[config.mk]
export PLATFORM = sky130hd
export DESIGN_NAME = apd_top
export DESIGN_NICKNAME = d
export VERILOG_FILES = /design/src/shared/apd_pkg.sv /design/src/apd_top.sv
export SDC_FILE = /design/constraint.sdc
export NUM_CORES = 1
export LEC_CHECK = 0
export BUFFER_PORTS_ARGS = -buffer_cell sky130_fd_sc_hd__buf_2
export CORE_MARGIN = 3
export CORE_UTILIZATION = 26
export CTS_BUF_LIST = sky130_fd_sc_hd__clkbuf_4
export CTS_CLUSTER_DIAMETER = 40
export DETAILED_ROUTE_END_ITERATION = 16
export PLACE_DENSITY = 0.56
export SYNTH_ARGS = -nofsm -noshare
export SYNTH_HDL_FRONTEND = slang
export SYNTH_SLANG_ARGS = --single-unit
[constraint.sdc]
create_clock -name clk_sys -period 3.3 [get_ports clk_sys]
set_input_delay 0.33 -clock clk_sys [delete_from_list [all_inputs] [get_ports clk_sys]]
set_output_delay 0.33 -clock clk_sys [all_outputs]
set_load 0.01 [all_outputs]
[src/shared/apd_pkg.sv]
// constants and types for the audio pwm speaker driver
package apd_pkg;
	localparam int APD_CLK_HZ = 40_000_000;
	localparam int APD_RATE_HZ = 32_000;
	localparam int APD_FRAME_CYC = APD_CLK_HZ / APD_RATE_HZ;
	localparam int APD_CNT_W = 11;
	localparam int APD_MAG_W = 11;
	localparam int APD_ADDR_W = 8;

	// register indices; byte address is four times the index
	localparam logic [4:0] APD_IDX_STATUS = 5'h00;
	localparam logic [4:0] APD_IDX_EXTRA = 5'h08;
	localparam logic [4:0] APD_IDX_CTRL = 5'h09;
	localparam logic [4:0] APD_IDX_LOW = 5'h0a;
	localparam logic [4:0] APD_IDX_HIGH = 5'h0b;
	localparam logic [4:0] APD_IDX_DRIVE = 5'h13;

	localparam int APD_STATUS_FLAG_BIT = 2;
	localparam int APD_CTRL_EN_BIT = 0;
	localparam int APD_CTRL_GIE_BIT = 1;
	localparam int APD_DRIVE_LOW_BIT = 2;
	localparam int APD_DRIVE_HIGH_BIT = 3;
	localparam int APD_DRIVE_SUPPLY_BIT = 0;

	localparam logic [3:0] APD_DRIVE_RESET = 4'hc;
	localparam logic [3:0] APD_NIBBLE_RESET = 4'h0;
	localparam logic [11:0] APD_IRQ_VECTOR = 12'h008;

	typedef enum logic [1:0] {
		APD_MODE_8 = 2'b00,
		APD_MODE_10 = 2'b01,
		APD_MODE_12 = 2'b10
	} apd_mode_t;
endpackage

[src/apd_top.sv]
// audio pwm speaker driver with apb register slave
//
// The APB register port is this design's own decision.
`timescale 1ns/1ps
module apd_top import apd_pkg::*; #(
	parameter int FRAME_CYC = APD_FRAME_CYC
) (
	input wire logic clk_sys,
	input wire logic rst_n,
	input wire logic psel,
	input wire logic penable,
	input wire logic pwrite,
	input wire logic [APD_ADDR_W-1:0] paddr,
	input wire logic [31:0] pwdata,
	output logic [31:0] prdata,
	output logic pready,
	output logic pslverr,
	input wire logic ten_bit_option,
	input wire logic twelve_bit_option,
	input wire logic halt_req,
	input wire logic supply_low_flag,
	output logic speaker_plus_pin,
	output logic speaker_plus_oe,
	output logic speaker_minus_pin,
	output logic speaker_minus_oe,
	output logic [1:0] drive_level,
	output logic irq_take,
	output logic [11:0] irq_vector
);
	localparam logic [APD_CNT_W-1:0] FRAME_LAST = APD_CNT_W'(FRAME_CYC - 1);

	logic rst_meta_q;
	logic rst_sync_n;
	logic pready_q;
	logic pslverr_q;
	logic [31:0] prdata_q;
	logic flag_q;
	logic en_q;
	logic gie_q;
	logic halted_q;
	logic [3:0] extra_q;
	logic [3:0] low_q;
	logic [3:0] high_q;
	logic [3:0] drive_q;
	logic act_sign_q;
	logic [APD_MAG_W-1:0] act_mag_q;
	logic [APD_CNT_W-1:0] cnt_q;
	logic plus_q;
	logic minus_q;
	logic plus_oe_q;
	logic minus_oe_q;
	logic take_q;
	logic [11:0] vec_q;
	logic [1:0] drive_lvl_q;

	logic [4:0] idx;
	logic setup_ph;
	logic wr_fire;
	logic frame_end;
	logic mapped;
	apd_mode_t mode;
	logic [APD_MAG_W:0] buf_sample;
	logic wr_ok;
	logic pins_live;

	function automatic apd_mode_t decode_mode(input logic opt10,
		input logic opt12);
		if (opt12) begin
			return APD_MODE_12;
		end else if (opt10) begin
			return APD_MODE_10;
		end
		return APD_MODE_8;
	endfunction

	// returns {sign, magnitude} from high and low, plus extra in the 10 and 12 bit modes
	function automatic logic [APD_MAG_W:0] build_sample(input apd_mode_t m,
		input logic [3:0] hi, input logic [3:0] lo, input logic [3:0] ex);
		logic [11:0] raw;
		raw = 12'h000;
		unique case (m)
			APD_MODE_12: begin
				raw = {hi, lo, ex};
				return {raw[11], raw[10:0]};
			end
			APD_MODE_10: begin
				raw = {2'b00, hi, lo, ex[3:2]};
				return {raw[9], 2'b00, raw[8:0]};
			end
			default: begin
				raw = {4'h0, hi, lo};
				return {raw[7], 4'h0, raw[6:0]};
			end
		endcase
	endfunction

	// a completed write that lands on register want
	function automatic logic hit(input logic fire, input logic [4:0] at,
		input logic [4:0] want);
		return fire && (at == want);
	endfunction

	// only aligned addresses of the six registers answer
	function automatic logic in_map(input logic [APD_ADDR_W-1:0] a);
		logic [4:0] i;
		i = a[6:2];
		if (a[1:0] != 2'b00 || a[7] != 1'b0) begin
			return 1'b0;
		end
		return i == APD_IDX_STATUS || i == APD_IDX_EXTRA ||
			i == APD_IDX_CTRL || i == APD_IDX_LOW ||
			i == APD_IDX_HIGH || i == APD_IDX_DRIVE;
	endfunction

	// pin stays high for the first m clocks of the frame
	function automatic logic pulse_on(input logic [APD_CNT_W-1:0] c,
		input logic [APD_MAG_W-1:0] m);
		return c < m;
	endfunction

	// options are static fuses, read without synchronising
	// mode fixed by option pins
	assign mode = decode_mode(ten_bit_option, twelve_bit_option);
	assign buf_sample = build_sample(mode, high_q, low_q, extra_q);

	assign idx = paddr[6:2];
	assign setup_ph = psel & ~penable;
	assign wr_fire = psel & penable & pready_q & pwrite;
	assign frame_end = en_q && (cnt_q == FRAME_LAST);
	assign mapped = in_map(paddr);
	assign wr_ok = wr_fire & mapped;

	// pins float when halted or drive select is zero
	assign pins_live = ~halted_q & ~halt_req & (drive_q[3:2] != 2'b00);

	// reset asserts at once, releases through two flops

	always_ff @(posedge clk_sys or negedge rst_n) begin
		if (!rst_n) begin
			rst_meta_q <= 1'b0;
			rst_sync_n <= 1'b0;
		end else begin
			rst_meta_q <= 1'b1;
			rst_sync_n <= rst_meta_q;
		end
	end

	// one wait state on every apb access
	always_ff @(posedge clk_sys or negedge rst_sync_n) begin
		if (!rst_sync_n) begin
			pready_q <= 1'b0;
			pslverr_q <= 1'b0;
		end else begin
			pready_q <= psel & penable & ~pready_q;
			pslverr_q <= psel & penable & ~pready_q & ~mapped;
		end
	end

	// read data captured in the setup cycle; write-only nibbles read zero
	// cleared after the answer so data stands through the wait state and the pready cycle, no longer
	always_ff @(posedge clk_sys or negedge rst_sync_n) begin
		if (!rst_sync_n) begin
			prdata_q <= 32'h0000_0000;
		end else if (setup_ph) begin
			prdata_q <= 32'h0000_0000;
			if (!pwrite && mapped) begin
				unique case (idx)
					APD_IDX_STATUS: begin
						prdata_q[APD_STATUS_FLAG_BIT] <= flag_q;
					end
					APD_IDX_CTRL: begin
						prdata_q[APD_CTRL_EN_BIT] <= en_q;
						prdata_q[APD_CTRL_GIE_BIT] <= gie_q;
					end
					APD_IDX_DRIVE: begin
						prdata_q[3:0] <= {drive_q[3:2], supply_low_flag,
							drive_q[APD_DRIVE_SUPPLY_BIT]};
					end
					default: begin
						prdata_q <= 32'h0000_0000;
					end
				endcase
			end
		end else if (pready_q) begin
			prdata_q <= 32'h0000_0000;
		end
	end

	// frame end sets the flag, winning over a software write
	always_ff @(posedge clk_sys or negedge rst_sync_n) begin
		if (!rst_sync_n) begin
			flag_q <= 1'b0;
		end else if (frame_end) begin
			flag_q <= 1'b1;
		end else if (hit(wr_ok, idx, APD_IDX_STATUS)) begin
			flag_q <= pwdata[APD_STATUS_FLAG_BIT];
		end
	end

	// halt clears enable, over any write
	always_ff @(posedge clk_sys or negedge rst_sync_n) begin
		if (!rst_sync_n) begin
			en_q <= 1'b0;
		end else if (halt_req) begin
			en_q <= 1'b0;
		end else if (hit(wr_ok, idx, APD_IDX_CTRL)) begin
			en_q <= pwdata[APD_CTRL_EN_BIT];
		end
	end

	// pins stay floating after halt until software enables again
	always_ff @(posedge clk_sys or negedge rst_sync_n) begin
		if (!rst_sync_n) begin
			halted_q <= 1'b0;
		end else if (halt_req) begin
			halted_q <= 1'b1;
		end else if (hit(wr_ok, idx, APD_IDX_CTRL) &&
			pwdata[APD_CTRL_EN_BIT]) begin
			// an enable write ends the float
			halted_q <= 1'b0;
		end
	end

	// entry clears global enable and wins over a write
	always_ff @(posedge clk_sys or negedge rst_sync_n) begin
		if (!rst_sync_n) begin
			gie_q <= 1'b0;
		end else if (take_q) begin
			gie_q <= 1'b0;
		end else if (hit(wr_ok, idx, APD_IDX_CTRL)) begin
			gie_q <= pwdata[APD_CTRL_GIE_BIT];
		end
	end

	// take a pending flag one clock later
	always_ff @(posedge clk_sys or negedge rst_sync_n) begin
		if (!rst_sync_n) begin
			take_q <= 1'b0;
		end else begin
			take_q <= flag_q & gie_q & ~take_q;
		end
	end

	// entry vector held as a register output
	always_ff @(posedge clk_sys or negedge rst_sync_n) begin
		if (!rst_sync_n) begin
			vec_q <= APD_IRQ_VECTOR;
		end else begin
			vec_q <= APD_IRQ_VECTOR;
		end
	end

	// sample buffer nibbles
	always_ff @(posedge clk_sys or negedge rst_sync_n) begin
		if (!rst_sync_n) begin
			extra_q <= APD_NIBBLE_RESET;
			low_q <= APD_NIBBLE_RESET;
			high_q <= APD_NIBBLE_RESET;
		end else if (wr_ok) begin
			if (idx == APD_IDX_EXTRA) begin
				extra_q <= pwdata[3:0];
			end
			if (idx == APD_IDX_LOW) begin
				low_q <= pwdata[3:0];
			end
			if (idx == APD_IDX_HIGH) begin
				high_q <= pwdata[3:0];
			end
		end
	end

	always_ff @(posedge clk_sys or negedge rst_sync_n) begin
		if (!rst_sync_n) begin
			drive_q <= APD_DRIVE_RESET;
		end else if (hit(wr_ok, idx, APD_IDX_DRIVE)) begin
			// supply flag bit is live, not stored
			drive_q[3:2] <= pwdata[3:2];
			drive_q[APD_DRIVE_SUPPLY_BIT] <= pwdata[APD_DRIVE_SUPPLY_BIT];
		end
	end

	// load active stage at frame end; disabled it tracks the buffer
	always_ff @(posedge clk_sys or negedge rst_sync_n) begin
		if (!rst_sync_n) begin
			act_sign_q <= 1'b0;
			act_mag_q <= '0;
		end else if (frame_end || !en_q) begin
			act_sign_q <= buf_sample[APD_MAG_W];
			act_mag_q <= buf_sample[APD_MAG_W-1:0];
		end
	end

	// active stage holds its sample through each frame
	// held at zero while disabled so enable starts a clean frame
	always_ff @(posedge clk_sys or negedge rst_sync_n) begin
		if (!rst_sync_n) begin
			cnt_q <= '0;
		end else if (!en_q || frame_end) begin
			cnt_q <= '0;
		end else begin
			cnt_q <= cnt_q + 1'b1;
		end
	end

	// pulse the pin chosen by the sign for magnitude clocks
	always_ff @(posedge clk_sys or negedge rst_sync_n) begin
		if (!rst_sync_n) begin
			plus_q <= 1'b0;
			minus_q <= 1'b0;
		end else begin
			plus_q <= en_q & ~act_sign_q & pulse_on(cnt_q, act_mag_q);
			minus_q <= en_q & act_sign_q & pulse_on(cnt_q, act_mag_q);
		end
	end

	// drive select and halt float the pins
	always_ff @(posedge clk_sys or negedge rst_sync_n) begin
		if (!rst_sync_n) begin
			plus_oe_q <= 1'b0;
			minus_oe_q <= 1'b0;
		end else begin
			plus_oe_q <= pins_live;
			minus_oe_q <= pins_live;
		end
	end

	// current level shown to the pad drivers
	always_ff @(posedge clk_sys or negedge rst_sync_n) begin
		if (!rst_sync_n) begin
			drive_lvl_q <= 2'b00;
		end else begin
			drive_lvl_q <= {drive_q[APD_DRIVE_HIGH_BIT],
				drive_q[APD_DRIVE_LOW_BIT]};
		end
	end

	assign prdata = prdata_q;
	assign pready = pready_q;
	assign pslverr = pslverr_q;
	assign speaker_plus_pin = plus_q;
	assign speaker_minus_pin = minus_q;
	assign speaker_plus_oe = plus_oe_q;
	assign speaker_minus_oe = minus_oe_q;
	assign drive_level = drive_lvl_q;
	assign irq_take = take_q;
	assign irq_vector = vec_q;
endmodule

* Word level (Yosys, flattened, before mapping)
Cells that the tools add are included.
Word-level totals: register bits after elaboration 84, latch bits 0, RAM bits 0, bits in read-only memories 0, input bits 49, logic and storage cells 104, memories kept 0
Operators by class: add/sub/neg operators 1, multiply operators 0, div/mod/pow operators 0, magnitude comparators 1, eq/ne operators 8, shift-type cells 0, mux-type cells 24, bitwise logic cells 22, reductions and logical operators 26
Operators with widths (count):
- 32-bit two-way mux | 2
- 11-bit case mux with 2 select lines | 1
- 5-bit by 4-bit == test with 1-bit output (second input constant) | 4
- 1-bit AND | 15
- 1-bit two-way mux | 14
- 2-bit nonzero test | 7
- 11-bit by 1-bit adder with 11-bit output (second input constant) | 1
- 11-bit == test (second input constant) | 1
- 11-bit < comparator | 1
- 11-bit two-way mux | 1
- 1-bit logical OR | 7
- 1-bit inverter | 7
- 1-bit logical AND | 6
- 2-bit two-way mux | 3
- 2-bit AND reduction | 3
- 5-bit == test (second input constant) | 1
- 5-bit logical NOT | 1
- 4-bit two-way mux | 1
- 2-bit case mux with 2 select lines | 1
- 2-bit by 1-bit == test with 1-bit output (second input constant) | 1
- 2-bit == test (second input constant) | 1
- 1-bit logical NOT | 2
- 1-bit case mux with 2 select lines | 1

* Logic depth before layout (Yosys ltp)
Gate-level depths: netlist of run 1.
depth in word-level cells 12, gate-level depth with buffers 7, depth with buffers taken out 6

* Worst setup path before layout of run 1
OpenSTA, ideal clock, no wires.
path kind input-to-reg, start point input paddr[1], end point register extra_q[0], library setup time 125 ps, arrival 1886 ps, data required time 3175 ps, path slack 1289 ps, stages 5, cell sequence or3_1 buf_2 or3_4 or3_4 mux2_4
Between the ends: longest elaborated chain between the ends 6
Ends and longest elaborated chain:
- from (decl) | line apd_top.sv:13 | input wire logic [APD_ADDR_W-1:0] paddr,
- 2-bit nonzero test | line apd_top.sv:107 | if (a[1:0] != 2'b00 || a[7] != 1'b0) begin
- 1-bit logical OR | line apd_top.sv:107
- 1-bit two-way mux | line apd_top.sv:107
- 1-bit two-way mux | line apd_top.sv:110 | return i == APD_IDX_STATUS || i == APD_IDX_EXTRA ||
- 1-bit AND | line apd_top.sv:131 | assign wr_ok = wr_fire & mapped;
- 2-bit AND reduction (no line)
- to (signal assigned) | line apd_top.sv:261 | extra_q <= pwdata[3:0];
- to (decl) | line apd_top.sv:41 | logic [3:0] extra_q;
No other way between the ends. A chain may end at the register's enable or synchronous reset.

* Final worst setup path of run 1
start point register cnt_q[1], end point register act_mag_q[0]
Between the ends: longest elaborated chain between the ends 3
Ends and longest elaborated chain:
- from (decl) | line apd_top.sv:47 | logic [APD_CNT_W-1:0] cnt_q;
- from (signal assigned) | line apd_top.sv:301 | cnt_q <= cnt_q + 1'b1;
- 11-bit == test | line apd_top.sv:129 | assign frame_end = en_q && (cnt_q == FRAME_LAST);
- 1-bit logical AND | line apd_top.sv:129
- 1-bit logical OR | line apd_top.sv:287 | end else if (frame_end || !en_q) begin
- to (signal assigned) | line apd_top.sv:289 | act_mag_q <= buf_sample[APD_MAG_W-1:0];
- to (decl) | line apd_top.sv:46 | logic [APD_MAG_W-1:0] act_mag_q;
No other way between the ends.

==> results of run 1 <==
[cells by family (layout without fill, tap and decap cells)]
logic type	count (synthesis)	in the layout	share of synthesized area, %
buffers and inverters	61	58	12.7
multiplexers	27	27	10.1
flip-flops	56	56	46.4
AO/OA/AOI/OAI	46	46	9.97
other	2	41	0.248
AND/OR/NAND/NOR	79	79	13.2
adder cells (fa/ha/maj)	12	12	4.96
XOR/XNOR	8	8	2.32
[layout make-up]
type                       instances  share of cell area [%]
tap                              140                    5.35
multi-input combinational        213                    42.2
timing repair buffer              37                    6.04
clock inverter                     3                   0.803
sequential                        56                    42.9
clock buffer                       5                    1.15
inverter                          13                    1.49
[per-layer routing]
layer / track usage, % / share of wire, %
met4: 2.85 / 0.84
met3: 1.27 / 3.4
met2: 14.3 / 46
met1: 12.9 / 50
met5: 0 / 0
[through the flow]
| stage | cells | power [mW] | instance area [um^2] | utilization [%] |
|---|---|---|---|---|
| after CTS | 467 | 1.11 | 3270 | 29.5 |
| after detailed placement | 458 | 0.784 | 3200 | 28.9 |
| final | 467 | 1.09 | 3270 | 29.5 |
| after floorplan | 330 | 0.789 | 3170 | - |
| after global routing | 467 | 1.15 | 3270 | 29.5 |
| after global placement | 458 | 0.782 | 3200 | 28.9 |
[power by group]
part           switching (mW)  leakage [nW]  total (mW)  internal (mW)
sequential             0.0139         0.757       0.705          0.691
clock                   0.226        0.0358       0.315         0.0893
combinational          0.0475         0.724      0.0680         0.0205
[synth_stat cells (all sizes together) (2+ instances only)]
| cell type | number |
|---|---|
| nand4 | 4 |
| xnor2 | 4 |
| clkbuf | 6 |
| o21ai | 22 |
| dfstp | 2 |
| o21a | 2 |
| nor4 | 4 |
| a21oi | 3 |
| ha | 12 |
| nand2b | 2 |
| mux2i | 10 |
| a22o | 6 |
| nor3 | 3 |
| nand2 | 28 |
| nand3 | 5 |
| dfrtp | 54 |
| inv | 13 |
| a211oi | 3 |
| o211ai | 2 |
| conb | 2 |
| nor2 | 19 |
| xor2 | 4 |
| or3 | 4 |
| and4 | 2 |
| mux2 | 17 |
| buf | 42 |
[worst paths after layout]
path                                  from      endpoint  slack, ns  cells past startpoint
max in group asynchronous       rst_sync_n  act_mag_q[7]       2.11                      0
worst min-delay path              halt_req          en_q       0.10                      2
worst max register to register    cnt_q[1]  act_mag_q[0]       1.10                      5
min in group asynchronous            rst_n    rst_sync_n       0.24                      2
worst min register to register  rst_meta_q    rst_sync_n       0.36                      0
worst max-delay path              cnt_q[1]  act_mag_q[0]       1.10                      5
[registers in the layout (all words and copies together), names as in the netlist, 2 cells and up]
signal and cells:
cnt_q 11, drive_level 2, act_mag_q 11, prdata 4
high_q 4, extra_q 4, drive_q 3, low_q 4
==> reports/metrics.csv, run 1 <==
stage,metric,value,unit
finish,n_diodes,0,
detailed_routing,drt wl/cell,12.1,um
floorplanning,core area,11100,um^2
worst_setup_path,CP startpoint kind,flip-flop,
sta,hold slack,0.105,ns
sta,post-route minimum period,2.20,ns
placed_design,HPWL after detailed placement,4260,um
placed_design,gpl congestion,0.774,
global_route,antenna violations before repair,0,
pwr,Pwr Density,332,nW/um^2
clocking,"Clk Latency, worst-skew pair",0.37,ns
floorplanning,Die Area,13000,um^2
synth,Post-synth EDFFs,0,
sta,fin worst setup slack,1.10,ns
floorplanning,starting density of the core,27.3,%
worst_setup_path,slowest stage cell on the critical path,a41o_1,
detailed_routing,Total Wirelength,5630,um
synth,synthesized area,3020,um^2
pwr,Leak Pwr,1.52,nW
worst_setup_path,CP max FO,23,
clocking,clk buf depth,2,
sta,period utilization,66.5,%
finish,filler cell count,1161,
synth,"Distinct cells, synth",45,
worst_setup_path,Crit. End Element,flip-flop,
synth,synthesized area per cell,10.4,um^2
clocking,post-CTS setup buffer count,0,
global_route,vias in the first global route,1963,
detailed_routing,via count,2035,
sta,Final setup viols,0,
finish,"Area growth, synth to finish",8.23,%
clocking,Clock Sinks,56,
global_route,largest net degree at the start of global routing,53,
global_route,first-pass GRT wire length,9650,um
finish,multi-input combinational cell area,1380,um^2
worst_setup_path,Top delay family on crit path,compound AO/OA/AOI/OAI gates,
worst_setup_path,CP Data Required Time,3.58,ns
sta,worst slew pin tran,1.12,ns
sta,Layout Skew,0.0160,ns
clocking,clk root buf,clkbuf_4,
synth,dominant cell type by area after synthesis,dfrtp_1,
synth,Synth top area share,44.7,%
clocking,"CTS clk-pin slew, worst paths",0.17,ns
clocking,CTS tree,done,
clocking,H-tree levels,2,
synth,most area-consuming cells after synthesis,"dfrtp_1 45%, buf_4 10%, ha_1 5.0%",
detailed_routing,drt first-iter violations,115,
finish,"commonest non-fill, non-tap cell in the layout",dfrtp_1,
floorplanning,Die H,114,um
clocking,hold_buf cts,1,
sta,Final Max Slew Viols,0,
global_route,Overall Global Routing Usage,9.07,%
job,max-cap violations,0,
detailed_routing,drt pass-1 iters,4,
global_route,gr ovfl total,0,
synth,Synth Instances,291,
clocking,CTS Buf Count,5,
detailed_routing,DRC errors left,0,
finish,storage element area,1410,um^2
hold_path,class of the worst hold path,in2reg,
placed_design,Place WS,1.13,ns
worst_setup_path,Worst Path Buf+Inv,1,
worst_setup_path,crit path cell chain,inv_1 -> ha_1 -> nor4bb_1 -> a41o_1 -> mux2_2,
synth,Synth warnings,0,
finish,final layout net count,387,
outcome,status,finished clean,
pwr,VDD IR max,0.229,mV
sta,f_max,456,MHz
sta,RSZ-0062 raised after global routing,false,
sta,final hold violation count,0,
floorplanning,Die Width,114,um
detailed_routing,vias per cell,4.36,
floorplanning,# IOs,102,
synth,top_reg_cell synth,dfrtp_1,
sta,Sum Neg Setup Slack,0,ns
finish,layout cells sized above 1,20.8,%
sta,relative slew slack,25.4,%
clocking,"Gates resized, CTS repair",0,
detailed_routing,Routed Antenna Nets,0,
synth,Yosys reg bits,56,
worst_setup_path,Worst EP arrival,2.47,ns
worst_setup_path,crit-path max cell delay,0.67,ns
synth,Synth async-reset ratio,100,%
placed_design,port bufs,33,
floorplanning,row count,38,
synth,"Seq/Total Area, Yosys",46.4,%
worst_setup_path,Setup Crit Path Kind,reg2reg,
finish,most frequent cells in the layout,"53 x dfrtp_1, 41 x conb_1, 33 x buf_2",
Note: power is estimated with default switching activity, not from simulation.
==> run 2: changes to the inputs <==
==> constraint.sdc (replaced) <==
create_clock -name clk_sys -period 2.25 [get_ports clk_sys]
set_input_delay 0.225 -clock clk_sys [delete_from_list [all_inputs] [get_ports clk_sys]]
set_output_delay 0.225 -clock clk_sys [all_outputs]
set_load 0.01 [all_outputs]
==> reports/metrics.csv, run 2 (same netlist as run 1, synthesis figures left out) <==
stage,metric,value,unit,change
pwr,VDD IR max,0.409,mV,was 0.229 mV
floorplanning,# IOs,102,,unchanged
finish,most frequent cells in the layout,"53 x dfrtp_1, 41 x conb_1, 33 x buf_2",,unchanged
global_route,gr ovfl total,0,,unchanged
global_route,Overall Global Routing Usage,9.01,%,was 9.07%
detailed_routing,Total Wirelength,5630,um,about the same
detailed_routing,drt first-iter violations,90,,was 115
sta,Final Max Slew Viols,0,,unchanged
pwr,Pwr Density,488,nW/um^2,was 332 nW/um^2
sta,Layout Skew,0.00905,ns,was 0.0160 ns
sta,Sum Neg Setup Slack,0,ns,unchanged
clocking,CTS tree,done,,unchanged
worst_setup_path,Crit. End Element,flip-flop,,unchanged
clocking,"CTS clk-pin slew, worst paths",0.17,ns,about the same
worst_setup_path,Setup Crit Path Kind,reg2reg,,unchanged
worst_setup_path,CP max FO,14,,was 23
worst_setup_path,Worst EP arrival,2.27,ns,was 2.47 ns
sta,Final setup viols,0,,unchanged
placed_design,port bufs,33,,unchanged
sta,period utilization,87.2,%,was 66.5%
detailed_routing,via count,2056,,"was 2,035"
finish,Regs by FF count,"act_mag_q (11), cnt_q (11)",,unchanged
sta,hold slack,0.0723,ns,was 0.105 ns
detailed_routing,vias per cell,4.36,,about the same
placed_design,gpl congestion,0.742,,was 0.774
placed_design,Place WS,0.239,ns,was 1.13 ns
finish,filler cell count,1161,,unchanged
worst_setup_path,crit-path max cell delay,0.47,ns,was 0.67 ns
worst_setup_path,CP startpoint kind,flip-flop,,unchanged
detailed_routing,routed wl met2,2630,um,was 2590 um
pwr,Leak Pwr,1.54,nW,was 1.52 nW
finish,multi-input combinational cell area,1380,um^2,unchanged
detailed_routing,DRC errors left,0,,unchanged
sta,f_max,510,MHz,was 456 MHz
detailed_routing,top sig layer,met4,,unchanged
detailed_routing,met3 wire length,246,um,was 193 um
finish,"commonest non-fill, non-tap cell in the layout",dfrtp_1,,unchanged
sta,RSZ-0062 raised after global routing,false,,unchanged
detailed_routing,drt pass-1 iters,4,,unchanged
finish,layout cells sized above 1,21.5,%,was 20.8%
finish,final instance area,3320,um^2,was 3270 um^2
finish,post-layout util,30.0,%,was 29.5%
floorplanning,Die Area,13000,um^2,unchanged
worst_setup_path,CP Data Required Time,2.56,ns,was 3.58 ns
clocking,"Clk Latency, worst-skew pair",0.38,ns,was 0.37 ns
sta,final hold violation count,0,,unchanged
floorplanning,Die Width,114,um,unchanged
finish,"Area growth, synth to finish",9.89,%,was 8.23%
worst_setup_path,slowest stage cell on the critical path,a41o_1,,unchanged
job,max-cap violations,0,,unchanged
clocking,H-tree levels,2,,unchanged
global_route,first-pass GRT wire length,9580,um,was 9650 um
floorplanning,Die H,114,um,unchanged
outcome,status,finished clean,,unchanged
pwr,Final Power,1.62,mW,was 1.09 mW
floorplanning,row count,38,,unchanged
placed_design,Placed Area,3230,um^2,was 3200 um^2
worst_setup_path,crit path cell chain,inv_1 -> ha_1 -> nor4bb_1 -> a41o_1 -> buf_4 -> nand2_1 -> o21ai_0,,was inv_1 -> ha_1 -> nor4bb_1 -> a41o_1 -> mux2_2
clocking,CTS Buf Count,5,,unchanged
floorplanning,starting density of the core,27.3,%,unchanged
clocking,clk root buf,clkbuf_4,,unchanged
global_route,vias in the first global route,2021,,"was 1,963"
detailed_routing,Met1 Wirelength,2660,um,was 2800 um
detailed_routing,drt wl/cell,11.9,um,was 12.1 um
finish,Layout Cells excl Fill,472,,was 467
global_route,antenna violations before repair,1,,was 0
clocking,clk buf depth,2,,unchanged
detailed_routing,Routed Antenna Nets,0,,unchanged
finish,storage element area,1410,um^2,unchanged
global_route,largest net degree at the start of global routing,41,,was 53
finish,final layout net count,391,,was 387
placed_design,Cells after DPL,461,,was 458
placed_design,HPWL after detailed placement,4360,um,was 4260 um
sta,fin worst setup slack,0.289,ns,was 1.10 ns
sta,post-route minimum period,1.96,ns,was 2.20 ns
floorplanning,core area,11100,um^2,unchanged
clocking,post-CTS setup buffer count,0,,unchanged
clocking,Clock Sinks,56,,unchanged
hold_path,class of the worst hold path,in2reg,,unchanged
-- run 2: final timing paths --
kind	startpoint	to	slack [ns]	cells after the start
worst min-delay path	penable	pready	0.07	3
max in group asynchronous	rst_sync_n	drive_q[3]	1.49	1
worst min register to register	rst_sync_n	act_sign_q	0.19	0
worst max-delay path	cnt_q[1]	act_mag_q[7]	0.29	7
min in group asynchronous	rst_n	rst_sync_n	0.12	2
worst max register to register	cnt_q[1]	act_mag_q[7]	0.29	7
-- run 2: power breakdown --
group | internal (mW) | switching (mW)
clock | 0.139 | 0.346
sequential | 1.01 | 0.00811
combinational | 0.0333 | 0.0811
total | 1.19 | 0.435
-- run 2: repair_timing --
action,in CTS,in global routing
hold buffers,2,0
endpoints found under the setup margin,0,0
endpoints found under the hold margin,4,0
resized for setup,0,0
-- run 2: layout make-up --
type                            instances  share of cell area, %
Clock buffer                            5                   1.13
Clock inverter                          3                  0.866
Timing Repair Buffer                   41                   7.30
Inverter                               13                   1.47
Tap cell                              140                   5.27
Multi-Input combinational cell        213                   41.6
Antenna cell                            1                 0.0753
Sequential cell                        56                   42.3
-- run 2: worst max-delay path, delay by kind of cell, from the launching register on --
| kind | cells | cell delay [ns] |
|---|---|---|
| flops | 1 | 0.46 |
| buf+inv | 2 | 0.33 |
| simple gates | 2 | 0.43 |
| fa+ha+maj | 1 | 0.12 |
| compound gates | 2 | 0.55 |
-- run 2: per-layer routing --
layer | up-vias | track usage (%)
li1 | 1003 | -
met1 | 990 | 11.9
met2 | 56 | 15.2
met3 | 7 | 1.11
met4 | 0 | 3.33
met5 | - | 0
